[src/shared/board_reset_consts.svh]
// constants for the board reset sequencer
`ifndef BOARD_RESET_CONSTS_SVH
`define BOARD_RESET_CONSTS_SVH
`define CLK_PERIOD_NS 100
`define HARD_HOLD_US 55
`define HARD_HOLD_CYCLES ((`HARD_HOLD_US * 1000) / `CLK_PERIOD_NS)
`define USER_PULSE_NS 200
`define USER_PULSE_CYCLES ((`USER_PULSE_NS + `CLK_PERIOD_NS - 1) / `CLK_PERIOD_NS)
`define DEBOUNCE_US 5000
`define DEBOUNCE_CYCLES ((`DEBOUNCE_US * 1000) / `CLK_PERIOD_NS)
`define SUPPLY_COUNT 7
`define FPGA_COUNT 16
`define CARD_COUNT 4
`define CNT_W 16
`endif

[src/shared/board_reset_pkg.sv]
// types for the board reset sequencer
package board_reset_pkg;
	typedef enum logic [1:0] {HARD_ACTIVE, HARD_HOLD, HARD_IDLE} hard_state_type;
	typedef enum logic [1:0] {USER_IDLE, USER_PULSE, USER_WAIT} user_state_type;
	typedef struct packed {
		logic hard_reset_button;
		logic user_reset_button;
	} buttons_type;
endpackage

[src/hw/board_reset_sequencer.sv]
// board hard reset and user reset sequencer
// Functional notes
// hard reset holds board while supply bad
// hard reset unconfigures FPGAs, asserts card reset
// hard reset only from its own button
// any supply out of window triggers
// hold hard reset 55 us after triggers
// disable configuration and USB, clear controller logic
// on release, controller reinitialises and reconfigures
// user reset low at least 200 ns
// user reset from button or USB request
// user reset also asserts card reset
// no user reset indicator output
// user FPGAs handle reset internally
// multi-FPGA sync reset via shared line
// buttons synchronised and debounced
`timescale 1ns/1ps
`include "board_reset_consts.svh"
module board_reset_sequencer #(
	parameter int unsigned HOLD_CYCLES = `HARD_HOLD_CYCLES,
	parameter int unsigned DEBOUNCE_CYCLES = `DEBOUNCE_CYCLES
) (
	input wire logic CLK_SYS,
	input wire logic RST_N,
	input wire logic [`SUPPLY_COUNT-1:0] SUPPLY_GOOD,
	input wire board_reset_pkg::buttons_type BUTTONS_N,
	input wire logic USB_RESET_REQUEST,
	output logic CONFIG_LOGIC_RESET_N,
	output logic USB_ENABLE,
	output logic CONFIG_ENABLE,
	output logic FPGA_UNCONFIGURE_N,
	output logic CONTROLLER_REINIT,
	output logic [`FPGA_COUNT-1:0] FPGA_USER_RESET_N,
	output logic [`CARD_COUNT-1:0] DAUGHTERCARD_RESET_N,
	output logic HARD_RESET_INDICATOR
);
	logic [`SUPPLY_COUNT-1:0] sup1, sup2, sup3;
	logic [`SUPPLY_COUNT-1:0] supply_ok, next_supply_ok;
	logic supply_fault;
	logic hard_btn, user_btn, user_btn_q;
	logic usb_q;
	logic hard_trigger, user_trigger;
	board_reset_pkg::hard_state_type hard_state, next_hard_state;
	board_reset_pkg::user_state_type user_state, next_user_state;
	logic [`CNT_W-1:0] hold_cnt, next_hold_cnt;
	logic [`CNT_W-1:0] pulse_cnt, next_pulse_cnt;
	logic hard_on, user_on, next_reinit, exit_pulse;
	logic [`CNT_W-1:0] quiet_cnt, next_quiet_cnt;
	logic next_logic_reset_n, next_usb_enable, next_config_enable, next_unconfigure_n;
	logic next_controller_reinit, next_indicator;
	logic [`FPGA_COUNT-1:0] next_user_reset_n;
	logic [`CARD_COUNT-1:0] next_card_reset_n;

	// debounced buttons, pressed is low on the pins
	button_filter #(.SETTLE(DEBOUNCE_CYCLES)) hard_filter (
		.clk(CLK_SYS),
		.rst_n(RST_N),
		.raw(~BUTTONS_N.hard_reset_button),
		.level(hard_btn)
	);
	button_filter #(.SETTLE(DEBOUNCE_CYCLES)) user_filter (
		.clk(CLK_SYS),
		.rst_n(RST_N),
		.raw(~BUTTONS_N.user_reset_button),
		.level(user_btn)
	);

	// supply monitor synchroniser; reset state assumes faulted supplies
	always_ff @(posedge CLK_SYS or negedge RST_N) begin
		if (!RST_N) begin
			sup1 <= '0;
			sup2 <= '0;
			sup3 <= '0;
			supply_ok <= '0;
		end else begin
			sup1 <= SUPPLY_GOOD;
			sup2 <= sup1;
			sup3 <= sup2;
			supply_ok <= next_supply_ok;
		end
	end
	// a rail changes state only once stages two and three agree, both ways
	always_comb begin
		next_supply_ok = supply_ok;
		for (int i = 0; i < `SUPPLY_COUNT; i++) begin
			if (sup2[i] == sup3[i]) begin
				next_supply_ok[i] = sup3[i];
			end
		end
	end
	// any rail out of its window is a fault
	assign supply_fault = ~&supply_ok;

	// hard trigger: supplies or the dedicated button, never USB
	assign hard_trigger = supply_fault | hard_btn;

	// hard reset state machine with post-trigger hold
	always_comb begin
		next_hard_state = hard_state;
		next_hold_cnt = hold_cnt;
		next_reinit = 1'b0;
		case (hard_state)
			board_reset_pkg::HARD_ACTIVE: begin
				next_hold_cnt = '0;
				if (!hard_trigger) begin
					next_hard_state = board_reset_pkg::HARD_HOLD;
				end
			end
			board_reset_pkg::HARD_HOLD: begin
				if (hard_trigger) begin
					next_hard_state = board_reset_pkg::HARD_ACTIVE;
					next_hold_cnt = '0;
				end else if (hold_cnt >= `CNT_W'(HOLD_CYCLES - 1)) begin
					next_hard_state = board_reset_pkg::HARD_IDLE;
					next_reinit = 1'b1;
				end else begin
					next_hold_cnt = hold_cnt + `CNT_W'(1);
				end
			end
			board_reset_pkg::HARD_IDLE: begin
				if (hard_trigger) begin
					next_hard_state = board_reset_pkg::HARD_ACTIVE;
				end
			end
			default: begin
				next_hard_state = board_reset_pkg::HARD_ACTIVE;
			end
		endcase
	end
	// hard reset registers, power-up lands in reset
	always_ff @(posedge CLK_SYS or negedge RST_N) begin
		if (!RST_N) begin
			hard_state <= board_reset_pkg::HARD_ACTIVE;
			hold_cnt <= '0;
			exit_pulse <= 1'b0;
		end else begin
			hard_state <= next_hard_state;
			hold_cnt <= next_hold_cnt;
			exit_pulse <= next_reinit;
		end
	end
	assign hard_on = (hard_state != board_reset_pkg::HARD_IDLE);

	// cycles since the last trigger cleared, saturating; feeds the hold checks
	always_comb begin
		next_quiet_cnt = quiet_cnt;
		if (hard_trigger) begin
			next_quiet_cnt = '0;
		end else if (quiet_cnt < `CNT_W'(HOLD_CYCLES + 1)) begin
			next_quiet_cnt = quiet_cnt + `CNT_W'(1);
		end
	end
	// hold check counter register
	always_ff @(posedge CLK_SYS or negedge RST_N) begin
		if (!RST_N) begin
			quiet_cnt <= '0;
		end else begin
			quiet_cnt <= next_quiet_cnt;
		end
	end

	// request edges: button press or USB vendor request pulse
	always_ff @(posedge CLK_SYS or negedge RST_N) begin
		if (!RST_N) begin
			user_btn_q <= 1'b0;
			usb_q <= 1'b0;
		end else begin
			user_btn_q <= user_btn;
			usb_q <= USB_RESET_REQUEST;
		end
	end
	assign user_trigger = (user_btn & ~user_btn_q) | (USB_RESET_REQUEST & ~usb_q);

	// user reset pulse machine; waits for button release before rearming
	always_comb begin
		next_user_state = user_state;
		next_pulse_cnt = pulse_cnt;
		case (user_state)
			board_reset_pkg::USER_IDLE: begin
				next_pulse_cnt = '0;
				if (user_trigger && !hard_on) begin
					next_user_state = board_reset_pkg::USER_PULSE;
				end
			end
			board_reset_pkg::USER_PULSE: begin
				if (pulse_cnt >= `CNT_W'(`USER_PULSE_CYCLES - 1)) begin
					next_user_state = board_reset_pkg::USER_WAIT;
				end else begin
					next_pulse_cnt = pulse_cnt + `CNT_W'(1);
				end
			end
			board_reset_pkg::USER_WAIT: begin
				if (!user_btn) begin
					next_user_state = board_reset_pkg::USER_IDLE;
				end
			end
			default: begin
				next_user_state = board_reset_pkg::USER_IDLE;
			end
		endcase
	end
	// user reset registers
	always_ff @(posedge CLK_SYS or negedge RST_N) begin
		if (!RST_N) begin
			user_state <= board_reset_pkg::USER_IDLE;
			pulse_cnt <= '0;
		end else begin
			user_state <= next_user_state;
			pulse_cnt <= next_pulse_cnt;
		end
	end
	assign user_on = (user_state == board_reset_pkg::USER_PULSE);

	// output next values; one shared level so all FPGAs release together
	always_comb begin
		next_logic_reset_n = ~hard_on;
		next_usb_enable = ~hard_on;
		next_config_enable = ~hard_on;
		next_unconfigure_n = ~hard_on;
		next_controller_reinit = exit_pulse;
		next_user_reset_n = {`FPGA_COUNT{~user_on}};
		next_card_reset_n = {`CARD_COUNT{~(hard_on | user_on)}};
		next_indicator = hard_on;
	end
	// output registers; reinit lands with the release of the reset outputs
	always_ff @(posedge CLK_SYS or negedge RST_N) begin
		if (!RST_N) begin
			CONFIG_LOGIC_RESET_N <= 1'b0;
			USB_ENABLE <= 1'b0;
			CONFIG_ENABLE <= 1'b0;
			FPGA_UNCONFIGURE_N <= 1'b0;
			CONTROLLER_REINIT <= 1'b0;
			FPGA_USER_RESET_N <= '0;
			DAUGHTERCARD_RESET_N <= '0;
			HARD_RESET_INDICATOR <= 1'b1;
		end else begin
			CONFIG_LOGIC_RESET_N <= next_logic_reset_n;
			USB_ENABLE <= next_usb_enable;
			CONFIG_ENABLE <= next_config_enable;
			FPGA_UNCONFIGURE_N <= next_unconfigure_n;
			CONTROLLER_REINIT <= next_controller_reinit;
			FPGA_USER_RESET_N <= next_user_reset_n;
			DAUGHTERCARD_RESET_N <= next_card_reset_n;
			HARD_RESET_INDICATOR <= next_indicator;
		end
	end
endmodule

[src/hw/button_filter.sv]
// three-stage synchroniser and debounce for one button
`timescale 1ns/1ps
`include "board_reset_consts.svh"
module button_filter #(
	parameter int unsigned SETTLE = `DEBOUNCE_CYCLES
) (
	input wire logic clk,
	input wire logic rst_n,
	input wire logic raw,
	output logic level
);
	logic s1, s2, s3;
	logic [`CNT_W-1:0] cnt, next_cnt;
	logic next_level;
	// next debounced level and counter
	always_comb begin
		next_cnt = cnt;
		next_level = level;
		if (s2 != s3 || s3 == level) begin
			next_cnt = '0;
		end else if (cnt >= `CNT_W'(SETTLE - 1)) begin
			next_level = s3;
			next_cnt = '0;
		end else begin
			next_cnt = cnt + `CNT_W'(1);
		end
	end
	// synchroniser chain and state registers
	always_ff @(posedge clk or negedge rst_n) begin
		if (!rst_n) begin
			s1 <= 1'b0;
			s2 <= 1'b0;
			s3 <= 1'b0;
			cnt <= '0;
			level <= 1'b0;
		end else begin
			s1 <= raw;
			s2 <= s1;
			s3 <= s2;
			cnt <= next_cnt;
			level <= next_level;
		end
	end
endmodule

[config.mk]
export PLATFORM = sky130hd
export DESIGN_NAME = board_reset_sequencer
export DESIGN_NICKNAME = d
export VERILOG_FILES = /design/src/shared/board_reset_pkg.sv /design/src/hw/board_reset_sequencer.sv /design/src/hw/button_filter.sv
export VERILOG_INCLUDE_DIRS = /design/src /design/src/shared
export SDC_FILE = /design/constraint.sdc
export NUM_CORES = 1
export LEC_CHECK = 0
export ABC_AREA = 1
export BUFFER_PORTS_ARGS = -buffer_cell sky130_fd_sc_hd__buf_2
export CORE_ASPECT_RATIO = 1.5
export CORE_UTILIZATION = 30
export DETAILED_ROUTE_END_ITERATION = 10
export GPL_TIMING_DRIVEN = 0
export PLACE_DENSITY = 0.53
export SLEW_MARGIN = 5
export SYNTH_ARGS = -nofsm -noshare
export SYNTH_HDL_FRONTEND = slang
export SYNTH_HIERARCHICAL = 1
export SYNTH_SLANG_ARGS = --single-unit
[constraint.sdc]
create_clock -name CLK_SYS -period 1.7 [get_ports CLK_SYS]
set_input_delay 0.085 -clock CLK_SYS [delete_from_list [all_inputs] [get_ports CLK_SYS]]
set_output_delay 0.085 -clock CLK_SYS [all_outputs]
set_load 0.03 [all_outputs]
==> key figures <==
Routing
  – ANT nets after route: 0
  – First drt pass iteration count: 4
  – Post-route DRC: 0
  – Iteration-0 DRC Markers: 125
  – Routed WL per cell: 11.2 um
  – Vias post-DR: 3,686
  – Final wirelength: 9.52 mm
  – Drt via density: 4.32

Synth
  – Distinct cells, synth: 37
  – Mean area per synthesized cell: 9.07 um^2
  – Cells after Synth: 571
  – Netlist Area Pre-Place: 0.00518 mm^2
  – Sequential share of the synthesized area: 54.1%
  – Yosys reg bits: 112
  – Post-Syn Nets: 591
  – YS warnings: 6

Timing
  – Final Hold Fails: 0
  – Final Slew Violations: 0
  – Fin Hold WS: 194 ps
  – Post-layout min period: 1650 ps
  – Actual slew at the worst max-slew pin: 466 ps
  – Skew final: 10.2 ps
  – RSZ-0062 raised after global routing: true
  – Fmax: 0.607 GHz
  – Worst relative slew slack: 69.0%
  – Tcrit/Tclk final: 96.8%
  – # setup viols final: 0

Critical path
  – Worst r2r dst: hold_cnt[5]
  – Worst path max stage delay: 440 ps
  – Worst Setup End Kind: flip-flop
  – Crit path arrival time: 1880 ps
  – FF-to-FF path depth: 13
  – R2R Setup Slk: 50 ps
  – CP delay by family, top: simple AND/OR/NAND/NOR gates
  – Worst r2r src: hold_cnt[0]
  – Kind of start point of the critical path: flip-flop
  – Required time of the critical path: 1930 ps
  – Critical-path top delay cell: dfrtp_1
  – CP dominant cell by count: nand2_1
  – Buffers plus inverters on the worst setup path: 2
  – Crit path max fanout: 5
  – Worst path cell trace: inv_2 > ha_2 > nand2_1 > nand2_1 > nand2_1 > nand2_1 > nand2_1 > nand2_2 > nand2_4 > nand3_4 > buf_4 > nand3_1 > nand2_1
  – Critical path class: reg -> reg

Layout
  – Share of cells above drive strength 1: 21.5%
  – # diodes: 0
  – Final Non-Filler Cells: 853
  – Core Util, Final: 36.5%
  – Fin area: 0.00615 mm^2
  – Fin nets: 658
  – Fillers: 1,739
  – Area growth from synthesis to layout: 18.7%

Run
  – Max-cap violations: 0

Floorplanning
  – Die Y: 163 um
  – Core ar.: 0.0168 mm^2
  – Initial Util: 30.8%
  – Die area: 0.0178 mm^2
  – Die X: 109 um
  – Cell row count: 58
  – I/O Pins: 38

Global route
  – GRT Residual Overflow: 0
  – Vias in the first global route: 3,684
  – Global-route wire length before repair: 16.3 mm
  – Initial antenna violation count: 0
  – GRT Total Usage: 11.5%
  – Largest net degree at the start of global routing: 79

CTS
  – H-tree Lvls: 3
  – Insertion delay to the later sink of the worst-skew pair: 340 ps
  – CTS tree: yes
  – Clock Path Buffers: 2
  – CTS Root Cell: clkbuf_16
  – Clk sinks: 112
  – Worst-path clk slew: 80 ps
  – Total CTS buffers: 9

Power
  – Pwr dens: 800 mW/mm^2
  – Lkg Pwr: 0.00283 uW
  – Worst VDD drop: 0.451 mV
  – Power Total: 4920 uW

Placement
  – RD Place Congestion: 0.782
  – HPWL Detailed: 6.75 mm
  – Cell Area, Placed: 0.00566 mm^2
  – # placed instances: 819
  – Port Buffer Count: 37

Outcome
  – Outcome: complete, no violations

Min path
  – Worst hold path type: in -> async
[cell usage after synthesis (all sizes together)]
master | instances | area share [%]
dfstp | 1 | 0.51
a31o | 2 | 0.34
o211ai | 2 | 0.29
xor2 | 14 | 2.4
nand2 | 125 | 9.9
inv | 78 | 5.7
o21ai | 9 | 0.87
a21boi | 1 | 0.14
nand3 | 46 | 5.4
clkinv | 3 | 0.22
ha | 8 | 1.9
o22ai | 2 | 0.24
nor2 | 101 | 7.6
a21oi | 10 | 1.8
nand4 | 10 | 1.2
nor3 | 4 | 0.68
dfrtp | 111 | 54
maj3 | 7 | 1.4
buf | 28 | 4.6
or2 | 2 | 0.24
nor4 | 2 | 0.24
xnor2 | 5 | 0.85
[area by class of cell]
cell class | count | area [um^2] | area share, %
clock inverters | 6 | 52.6 | 0.855
inverters | 81 | 304 | 4.95
well taps | 210 | 263 | 4.27
repair buffers | 56 | 399 | 6.49
plain buffers | 28 | 239 | 3.89
flip-flops and latches | 112 | 2800 | 45.6
clock buffers | 10 | 229 | 3.72
multi-input cells | 350 | 1860 | 30.2
[how the worst max path moves through the flow]
| stage | end | from | cells after the start |
|---|---|---|---|
| after global routing | hold_cnt[5] | hold_cnt[0] | 13 |
| final | hold_cnt[5] | hold_cnt[0] | 13 |
| after CTS | hold_cnt[7] | hold_cnt[0] | 13 |
| after global placement | sup1[5] | RST_N | 1 |
| after floorplan | hold_cnt[7] | hold_cnt[0] | 13 |
| after detailed placement | hold_cnt[7] | hold_cnt[0] | 13 |
[cells by family (layout without fill, tap and decap cells)]
family / Yosys count / after routing / synth area share (%)
fa+ha+maj: 15 / 15 / 3.29
buf+inv: 109 / 181 / 10.5
flops: 112 / 112 / 54.1
compound gates: 26 / 26 / 3.72
xor+xnor: 19 / 19 / 3.21
simple gates: 290 / 290 / 25.2
[sequential cells by signal, indices dropped and copies added, names as in the netlist, 2 cells and up]
signal / cells
hard_filter/cnt: 16
hold_cnt: 16
pulse_cnt: 16
user_filter/cnt: 16
sup1: 7
sup2: 7
sup3: 7
supply_ok: 7
hard_state: 2
user_state: 2
[cell usage in the layout (no fill, tap or decap), types with 6 or more instances in the layout]
cell type / count
a21oi_2: 6
buf_2: 37
buf_4: 29
clkbuf_16: 10
dfrtp_1: 111
dlygate4sd3_1: 11
inv_1: 68
inv_2: 10
maj3_1: 7
nand2_1: 116
nand3_1: 36
nand3_2: 9
nand4_1: 10
nor2_1: 97
xor2_1: 14
[power by group]
part	internal (uW)	switching (uW)	total [uW]
combinational	74.4	106	181
clock	1020	969	1990
sequential	2720	32.6	2750
total	3810	1110	4920
[metal layers]
metal / up-vias / wire [um] / part of all wire [%] / GRT usage (%)
met5: - / 0 / 0 / 0
met4: 0 / 98 / 1.0 / 4.06
met3: 5 / 243 / 2.6 / 1.80
met2: 45 / 5150 / 54 / 21.1
met1: 1760 / 4030 / 42 / 13.2
li1: 1876 / - / - / -
[through the flow]
step                worst slack (ps)  TNS (ps)
finish                          53.8         0
global route                   -51.6      -301
CTS                             14.8         0
detailed placement              54.4         0
global placement                -781    -85740
floorplan                        220         0
[what timing repair did]
| item | 4_1_cts | 5_1_grt |
|---|---|---|
| hold buffers | 11 | 0 |
| resized for setup | 0 | 8 |
| setup buffers | 0 | 6 |
| endpoints found under the setup margin | 0 | 33 |
| hold endpoints to repair | 44 | 0 |
(Power assumes the default switching activity.)
